### config.mk
export PLATFORM = sky130hd
export DESIGN_NAME = pdgain_bank
export DESIGN_NICKNAME = d
export VERILOG_FILES = /design/src/include/pdgain_pkg.sv /design/src/hw/pdgain_select.sv /design/src/hw/pdgain_bank.sv
export VERILOG_INCLUDE_DIRS = /design/src /design/src/include
export SDC_FILE = /design/constraint.sdc
export NUM_CORES = 1
export LEC_CHECK = 0
export BUFFER_PORTS_ARGS = -buffer_cell sky130_fd_sc_hd__buf_2
export CAP_MARGIN = 25
export CORE_UTILIZATION = 47
export DETAILED_ROUTE_END_ITERATION = 16
export HOLD_SLACK_MARGIN = 0.02
export PLACE_DENSITY = 0.9
export REMOVE_ABC_BUFFERS = 1
export SYNTH_ARGS = -nofsm -noshare
export SYNTH_HDL_FRONTEND = slang
export SYNTH_SLANG_ARGS = --single-unit
### constraint.sdc
create_clock -name i_clk -period 1.4 [get_ports i_clk]
set_clock_uncertainty 0.2 [all_clocks]
set_input_delay 0.21 -clock i_clk [delete_from_list [all_inputs] [get_ports i_clk]]
set_output_delay 0.21 -clock i_clk [all_outputs]
set_load 0.01 [all_outputs]
### src/include/pdgain_consts.svh
// Purpose: offsets, field positions and reset values of the detector gain bank
// Assumes: 8-bit register port, 7-bit offsets
// Notes: skew low byte address is a parameter default
`ifndef PDGAIN_CONSTS_SVH
`define PDGAIN_CONSTS_SVH

`define PDGAIN_ADDR_W          7
`define PDGAIN_OFF_AUX_GAIN    7'h6C
`define PDGAIN_OFF_MAIN_GAIN   7'h6D
`define PDGAIN_OFF_SKEW_LOW    7'h70
`define PDGAIN_RST_GAIN        8'hC2
`define PDGAIN_RST_SKEW_LOW    8'h00
`define PDGAIN_AUTO_BIT        7
`define PDGAIN_ANALOG_HI       6
`define PDGAIN_ANALOG_LO       4
`define PDGAIN_UNUSED_BIT      3
`define PDGAIN_DIGITAL_HI      2
`define PDGAIN_DIGITAL_LO      0
`define PDGAIN_WMASK_GAIN      8'hF7

`endif

### src/include/pdgain_pkg.sv
// Purpose: types of the detector gain bank
// Assumes: constants come from pdgain_consts.svh
// Notes: none
package pdgain_pkg;

   typedef logic [2:0] pdgain_gain_t;

   // locking mode of a loop as seen by its gain selector
   typedef enum logic [1:0] {
      PDGAIN_LOCK_DIGITAL,
      PDGAIN_LOCK_ANALOG_HI,
      PDGAIN_LOCK_ANALOG_LOW
   } pdgain_mode_e;

   typedef struct packed {
      logic         auto_on;
      pdgain_gain_t analog;
      pdgain_gain_t digital;
   } pdgain_field_s;

   typedef struct packed {
      logic       wr;
      logic       rd;
      logic [6:0] addr;
      logic [7:0] wdata;
   } pdgain_req_s;

   typedef struct packed {
      logic [7:0] aux_gain_reg;
      logic [7:0] main_gain_reg;
      logic [7:0] skew_low_reg;
      logic [7:0] rdata_reg;
   } pdgain_state_s;

endpackage : pdgain_pkg

### src/hw/pdgain_select.sv
// Purpose: picks the second detector gain for one loop from its register fields
// Assumes: mode and low-rate gain come from the loop and the damping register
// Notes: combinational; valid flags when a programmed gain is in force
`timescale 1ns/1ps
module pdgain_select (
   input  wire pdgain_pkg::pdgain_field_s i_field,
   input  wire pdgain_pkg::pdgain_mode_e  i_mode,
   input  wire pdgain_pkg::pdgain_gain_t  i_low_rate_gain,
   output pdgain_pkg::pdgain_gain_t       o_gain,
   output logic                           o_gain_valid
);
   always_comb begin
      o_gain       = i_field.digital;
      o_gain_valid = 1'b0;
      case (i_mode)
         pdgain_pkg::PDGAIN_LOCK_DIGITAL: begin
            o_gain       = i_field.digital;  // see RL4
            o_gain_valid = 1'b1;
         end
         pdgain_pkg::PDGAIN_LOCK_ANALOG_HI: begin
            o_gain       = i_field.analog;  // see RL3
            o_gain_valid = i_field.auto_on;  // see RL2
         end
         pdgain_pkg::PDGAIN_LOCK_ANALOG_LOW: begin
            o_gain       = i_low_rate_gain;  // see RL6
            o_gain_valid = i_field.auto_on;
         end
         default: begin
            o_gain       = i_field.digital;
            o_gain_valid = 1'b0;
         end
      endcase
   end
endmodule : pdgain_select

### src/hw/pdgain_bank.sv
// Purpose: second detector gain registers for both loops plus skew low byte
// Assumes: synchronous register port on i_clk, read data one cycle after i_req.rd
// Notes: only the main loop has a low-rate analog gain input
`timescale 1ns/1ps
`include "pdgain_consts.svh"

// How it works
// RL1: two read/write gain registers, aux and main loops, identical layout
// RL2: bit 7 off disables automatic gain choice; on picks gain by lock mode
// RL3: bits 6:4 give analog feedback gain above 8 kHz, auto mode only
// RL4: bits 2:0 give digital feedback gain, used in digital lock whatever bit 7 holds
// RL5: read/write register holds low byte of output skew control word
// RL6: main loop analog lock at or below 8 kHz uses damping register gain field; aux loop reuses its bits 6:4
// RL7: bit 3 of gain registers ignores writes and reads zero
module pdgain_bank #(
   parameter logic [6:0] SKEW_LOW_ADDR = `PDGAIN_OFF_SKEW_LOW
) (
   input  wire logic                      i_clk,
   input  wire logic                      i_rstn,
   input  wire pdgain_pkg::pdgain_req_s   i_req,
   input  wire pdgain_pkg::pdgain_mode_e  i_aux_mode,
   input  wire pdgain_pkg::pdgain_mode_e  i_main_mode,
   input  wire pdgain_pkg::pdgain_gain_t  i_main_gain_analog_low_rate,
   output logic [7:0]                     o_rdata,
   output logic                           o_hit,
   output logic [7:0]                     o_skew_low,
   output pdgain_pkg::pdgain_field_s      o_aux_field,
   output pdgain_pkg::pdgain_field_s      o_main_field,
   output pdgain_pkg::pdgain_gain_t       o_aux_gain,
   output logic                           o_aux_gain_valid,
   output pdgain_pkg::pdgain_gain_t       o_main_gain,
   output logic                           o_main_gain_valid
);

   ////////////////////////////////////////////////////////////////////////////
   function automatic pdgain_pkg::pdgain_field_s to_field(input logic [7:0] r);
      to_field.auto_on = r[`PDGAIN_AUTO_BIT];
      to_field.analog  = r[`PDGAIN_ANALOG_HI:`PDGAIN_ANALOG_LO];
      to_field.digital = r[`PDGAIN_DIGITAL_HI:`PDGAIN_DIGITAL_LO];
   endfunction : to_field

   pdgain_pkg::pdgain_state_s st_reg;
   pdgain_pkg::pdgain_state_s st_next;
   logic                      hit_aux;
   logic                      hit_main;
   logic                      hit_skew;

   assign hit_aux  = i_req.addr == `PDGAIN_OFF_AUX_GAIN;
   assign hit_main = i_req.addr == `PDGAIN_OFF_MAIN_GAIN;
   assign hit_skew = i_req.addr == SKEW_LOW_ADDR;
   assign o_hit    = hit_aux | hit_main | hit_skew;

   ////////////////////////////////////////////////////////////////////////////
   always_comb begin
      st_next = st_reg;
      if (i_req.wr) begin
         if (hit_aux) begin
            st_next.aux_gain_reg = i_req.wdata & `PDGAIN_WMASK_GAIN;  // see RL1 see RL7
         end
         if (hit_main) begin
            st_next.main_gain_reg = i_req.wdata & `PDGAIN_WMASK_GAIN;  // see RL1 see RL7
         end
         if (hit_skew) begin
            st_next.skew_low_reg = i_req.wdata;  // see RL5
         end
      end
      if (i_req.rd) begin
         case (1'b1)
            hit_aux:  st_next.rdata_reg = st_reg.aux_gain_reg;
            hit_main: st_next.rdata_reg = st_reg.main_gain_reg;
            hit_skew: st_next.rdata_reg = st_reg.skew_low_reg;
            default:  st_next.rdata_reg = 8'h00;
         endcase
      end
   end

   always_ff @(posedge i_clk or negedge i_rstn) begin
      if (!i_rstn) begin
         st_reg.aux_gain_reg  <= `PDGAIN_RST_GAIN;
         st_reg.main_gain_reg <= `PDGAIN_RST_GAIN;
         st_reg.skew_low_reg  <= `PDGAIN_RST_SKEW_LOW;
         st_reg.rdata_reg     <= 8'h00;
      end else begin
         st_reg <= st_next;
      end
   end

   assign o_rdata      = st_reg.rdata_reg;
   assign o_skew_low   = st_reg.skew_low_reg;
   assign o_aux_field  = to_field(st_reg.aux_gain_reg);
   assign o_main_field = to_field(st_reg.main_gain_reg);

   ////////////////////////////////////////////////////////////////////////////
   // aux loop has no low-rate field of its own; reuse its analog gain
   pdgain_select u_aux_sel (
      .i_field         (o_aux_field),
      .i_mode          (i_aux_mode),
      .i_low_rate_gain (o_aux_field.analog),
      .o_gain          (o_aux_gain),
      .o_gain_valid    (o_aux_gain_valid)
   );

   pdgain_select u_main_sel (
      .i_field         (o_main_field),
      .i_mode          (i_main_mode),
      .i_low_rate_gain (i_main_gain_analog_low_rate),
      .o_gain          (o_main_gain),
      .o_gain_valid    (o_main_gain_valid)
   );

   ////////////////////////////////////////////////////////////////////////////
   property p_aux_write;
      @(posedge i_clk) disable iff (!i_rstn)
      (i_req.wr && hit_aux) |=> (st_reg.aux_gain_reg == ($past(i_req.wdata) & 8'hF7));
   endproperty
   a_aux_write: assert property (p_aux_write) else $error("aux gain write lost"); // see RL1

   property p_main_write;
      @(posedge i_clk) disable iff (!i_rstn)
      (i_req.wr && hit_main) |=> (st_reg.main_gain_reg == ($past(i_req.wdata) & 8'hF7));
   endproperty
   a_main_write: assert property (p_main_write) else $error("main gain write lost"); // see RL1

   property p_auto_off;
      @(posedge i_clk) disable iff (!i_rstn)
      (!o_main_field.auto_on && i_main_mode != pdgain_pkg::PDGAIN_LOCK_DIGITAL)
         |-> !o_main_gain_valid;
   endproperty
   a_auto_off: assert property (p_auto_off) else $error("auto gain used while off"); // see RL2

   property p_analog_hi;
      @(posedge i_clk) disable iff (!i_rstn)
      (i_aux_mode == pdgain_pkg::PDGAIN_LOCK_ANALOG_HI && st_reg.aux_gain_reg[7])
         |-> (o_aux_gain_valid && o_aux_gain == st_reg.aux_gain_reg[6:4]);
   endproperty
   a_analog_hi: assert property (p_analog_hi) else $error("analog gain wrong"); // see RL3

   property p_digital;
      @(posedge i_clk) disable iff (!i_rstn)
      (i_main_mode == pdgain_pkg::PDGAIN_LOCK_DIGITAL)
         |-> (o_main_gain_valid && o_main_gain == st_reg.main_gain_reg[2:0]);
   endproperty
   a_digital: assert property (p_digital) else $error("digital gain wrong"); // see RL4

   property p_skew;
      @(posedge i_clk) disable iff (!i_rstn)
      (i_req.wr && hit_skew) ##1 (!i_req.wr) |-> ##1 (o_skew_low == $past(i_req.wdata, 2));
   endproperty
   a_skew: assert property (p_skew) else $error("skew low byte not held"); // see RL5

   property p_low_rate;
      @(posedge i_clk) disable iff (!i_rstn)
      (i_main_mode == pdgain_pkg::PDGAIN_LOCK_ANALOG_LOW)
         |-> (o_main_gain == i_main_gain_analog_low_rate
              && o_main_gain_valid == st_reg.main_gain_reg[7]);
   endproperty
   a_low_rate: assert property (p_low_rate) else $error("low-rate gain wrong"); // see RL6

   property p_bit3;
      @(posedge i_clk) disable iff (!i_rstn)
      (i_req.rd && (hit_aux || hit_main)) |=> (o_rdata[3] == 1'b0);
   endproperty
   a_bit3: assert property (p_bit3) else $error("unused bit reads one"); // see RL7

endmodule : pdgain_bank

After elaboration in Yosys (flattened, before gate mapping)
Index checks and enable logic that the tools add are counted.
Widths: inputs -> output; s select.
- output and inout bits: 39
- logic and storage cells: 27
- register bits: 30
- bits of input ports: 26
- mux-type cells: 7
- reduce and logical (&&, ||, !) cells: 7
- bitwise gates (word level): 2
- equal/unequal tests: 7
- operators with widths (cell ; number):
    $mux 8 ; 3
    $eq 7x7->1 const B ; 3
    $pmux 3 s2 ; 1
    $reduce_and 2->1 ; 3
    $eq 2x1->1 const B ; 2
    $eq 2x2->1 const B ; 2
    $logic_not 2->1 ; 2
    $pmux 1 s2 ; 2
    $reduce_or 2->1 ; 2
    $mux 3 ; 1
    $or 1x1->1 ; 2

Depth between registers and ports, before layout
- depth in word-level cells: 4
- mapped depth: 5
- mapped depth without buffers: 4

By module
A second synthesis with hierarchy kept.
- cells, all modules: 126
- area, all modules: 1601.5 sq um
- by module, submodules not included (module ; cells an instance ; area each (sq um) ; sequential area each (sq um) ; times used):
    pdgain_bank ; 92 ; 1371.3 ; 758.2 ; 1
    pdgain_select ; 17 ; 115.1 ; 0.0 ; 2

Worst setup path after synthesis
OpenSTA, ideal clock, no wires.
- path kind: input-to-reg
- start point: input i_req[9] (netlist bit)
- end point: register st_reg (netlist bit o_aux_field[0])
- path slack: -0.211 ns
- setup time: 0.125 ns
- arrival: 1.286 ns
- data required time: 1.075 ns
- buffers on the path: 0
- stages: 3
- cells stage by stage: nand4bb_2 nor4_4 mux2_2
- longest elaborated chain between the ends: 2
- ends and longest elaborated chain (what ; line ; source):
    start: declaration ; pdgain_bank.sv:20 ; input wire pdgain_pkg::pdgain_req_s i_req,
    $eq 7x7->1 (no source line) ; -- ;
    $reduce_and 2->1 (no source line) ; -- ;
    end signal: assignment ; pdgain_bank.sv:84 ; st_reg <= st_next;
    end: declaration ; pdgain_bank.sv:42 ; pdgain_pkg::pdgain_state_s st_reg;
No other way between the ends.
A chain may end at the register's enable or synchronous reset.

Worst setup path in the final report
- start point: register st_reg (netlist bit o_main_field[4])
- end point: output o_main_gain[1]
- longest elaborated chain between the ends: 1
- ends and longest elaborated chain (what ; line ; source):
    $pmux 3 s2 ; pdgain_select.sv:15 ; case (i_mode)
    end: declaration ; pdgain_bank.sv:31 ; output pdgain_pkg::pdgain_gain_t o_main_gain,
No other way between the ends.

==> qor.csv <==
metric,value,unit
cts.reportedPaths.clkPinSlew,0.10,ns
worstSetupStartpointType,flip-flop,
drc_errors,0,
syn_area,0.001544,sq mm
finalCriticalPeriod,1.634,ns
ant_nets,0,
outcome,"finished, violations left",
rsz0062_at_grt,yes,
fp.dieH,59.32,um
drtIter0Drc,48,
power,0.002046,W
start_util,0.5016,
ys_seq_area_frac,0.4911,
grt_max_degree,31,
coreArea,0.003078,sq mm
arrival,1.22,ns
clk_latency,0.33,ns
synth_top_family_by_area,multiplexers,
synth_fa_ha_area_frac,0.04862,
worst_slew_pin_slew,0.3899,ns
synth-xor-area-share,0,
violations,setup timing,
clock_path_buffers,2,
num_rows,20,
reg2reg_depth,4,
netlist.area_leader.share,0.3890,
p_per_area,796.9,mW/mm^2
grt_pass1_wl,7.403,mm
synth.avg_cell_area,13.20,sq um
final_core_util,0.8341,
cp.required,0.99,ns
clock-root-buffer,clkbuf_4,
synthDistinctLibCells,24,
synth_area_leaders,"dfrtp_1 39%, mux2_2 12%, dfstp_2 10%",
ir_drop,0.0005622,V
cts_buffers,5,
grt_overflow,0,
critical_path_class,reg -> out,
hpwlAfterDp,3.048,mm
yosysWarnings,0,
crit_end,o_main_gain[1],
fmax,611.8,MHz
cts.sinks,30,
layout_setup_ws,-0.2344,ns
regToRegStartpoint,o_main_field[4]$_DFFE_PN0P_,
track_usage,0.2999,
cp_max_fo,2,
ys_ff_latch,30,
placed_area,0.002039,sq mm
wire_per_inst,19.49,um
hp-class,in -> reg,
synth.mux.area_fraction,0.2018,
final_layout_size_suffix_gt1_frac,0.6511,
drv_cap,0,
slew_viol_final,0,
relSlewSlack,0.7401,
r2r_slack,0.11,ns
top_layer_used,met4,
firstDrtPassIters,4,
wl_met2,3.028,mm
area_growth,66.29,%
yosys.area.top_type,dfrtp_1,
cts_tree,yes,
die_area,0.003518,sq mm
synth_simple_gate_area_frac,0.09968,
numPortBuffers,64,
post-route-period-util,1.167,
cp-end-kind,output pin,
drt_wl_total,5.439,mm
grt_antenna_before_repair,0,
gp_congestion,0.7892,
finalSetupViolCount,17,
pin_count,65,
grt_pass1_vias,1568,
fp.dieW,59.32,um
fin_area,0.002567,sq mm
synth-compound-area-share,0.1297,
hold_viol_final,0,
vias,1541,
synth_cells,117,
via_per_inst,5.523,
met1Wirelength,1.942,mm
leakage,1.318,nW
crit_start,o_main_field[4]$_DFFE_PN0P_,
diodes,0,
wl_met3,261,um
htreeDepth,2,
regToRegEndpoint,o_rdata[5]$_DFFE_PN0P_,
nets,266,
-- worst max-delay path, cell delays in order (launching register included) --
cell and delay [ns]:
dfrtp_1 0.44, a22oi_2 0.21, a21oi_1 0.09, buf_2 0.15
-- how the worst min path moves through the flow --
stage,slack (ns),depth (start not counted),from,to
after CTS,0.16,4,i_req[15],o_rdata[5]$_DFFE_PN0P_
after detailed placement,0.04,2,i_rstn,o_skew_low[0]$_DFFE_PN0P_
after floorplan,-0.29,0,i_rstn,o_aux_field[0]$_DFFE_PN0P_
after global placement,0.03,2,i_rstn,o_skew_low[0]$_DFFE_PN0P_
final,0.21,4,i_req[15],o_rdata[4]$_DFFE_PN0P_
after global routing,0.23,4,i_req[15],o_rdata[6]$_DFFE_PN0P_
-- synth_stat cells (all sizes together) --
cell type,count
and4b,1
o21ai,8
a22oi,17
nor4b,1
inv,8
mux2,25
o21bai,1
ha,6
nand2,2
buf,1
nor4,3
nor2,5
dfrtp,24
nor3,1
nand4bb,1
nand3,1
dfstp,6
a21oi,5
clkbuf,1
-- report_power, final --
part,internal [W],switching [W],total (W)
Sequential,0.000930,0.0000535,0.000984
Combinational,0.000332,0.000244,0.000576
Clock,0.000200,0.000286,0.000486
-- area by class of cell --
type	instances	area, sq um
clock buffer	8	48.80
sequential	30	758.2
inverter	8	30.03
fill	167	510.5
timing repair buffer	112	860.8
tap	44	55.05
multi-input combinational	77	814.5
-- stage by stage --
stage                     instances  TNS (ns)  worst slack, ns  hold slack, ns
after floorplan                 115    -5.193          -0.2453         -0.2856
after global placement          241    -8.939          -0.2917         0.03280
after detailed placement        241    -10.63          -0.3662         0.03906
after CTS                       272    -1.779          -0.2240          0.1644
after global routing            279    -3.114          -0.2691          0.2342
final                           279    -2.253          -0.2344          0.2146
-- cell usage in the layout, fill, tap and decap left out, types with 2 or more instances in the layout --
| master | instances |
|---|---|
| buf_2 | 47 |
| buf_6 | 30 |
| buf_4 | 25 |
| dfrtp_1 | 24 |
| a22oi_1 | 15 |
| mux2_4 | 15 |
| mux2_2 | 10 |
| dlygate4sd3_1 | 10 |
| dfstp_2 | 6 |
| inv_1 | 5 |
| nor2_1 | 5 |
| ha_1 | 5 |
| clkbuf_4 | 5 |
| a21oi_1 | 4 |
| o21ai_0 | 4 |
| o21ai_1 | 4 |
| inv_2 | 3 |
| nor4_4 | 3 |
| clkbuf_1 | 3 |
| a22oi_2 | 2 |
-- registers in the layout (all words and copies together), names as in the netlist --
signal	cells
o_main_field	7
o_rdata	8
o_aux_field	7
o_skew_low	8
-- routing by layer --
metal	vias up	GRT usage
met5	-	0
met4	0	0.1122
met3	21	0.05895
met2	76	0.5730
met1	771	0.3201
li1	673	-
-- cell families (layout without fill, tap and decap cells) --
group,after synthesis,count (layout)
AND/OR/NAND/NOR,15,15
AO/OA/AOI/OAI,31,31
multiplexers,25,25
buffers and inverters,10,128
flip-flops,30,30
adder cells (fa/ha/maj),6,6
-- timing repair --
item | in CTS | in global routing
resized for setup | 31 | 21
buffers inserted | 13 | 10
endpoints found under the hold margin | 53 | 0
hold buffers | 10 | 0
endpoints found under the setup margin | 20 | 36
pin swaps | 8 | 6
No activity file was read; power rests on OpenSTA's default activity.
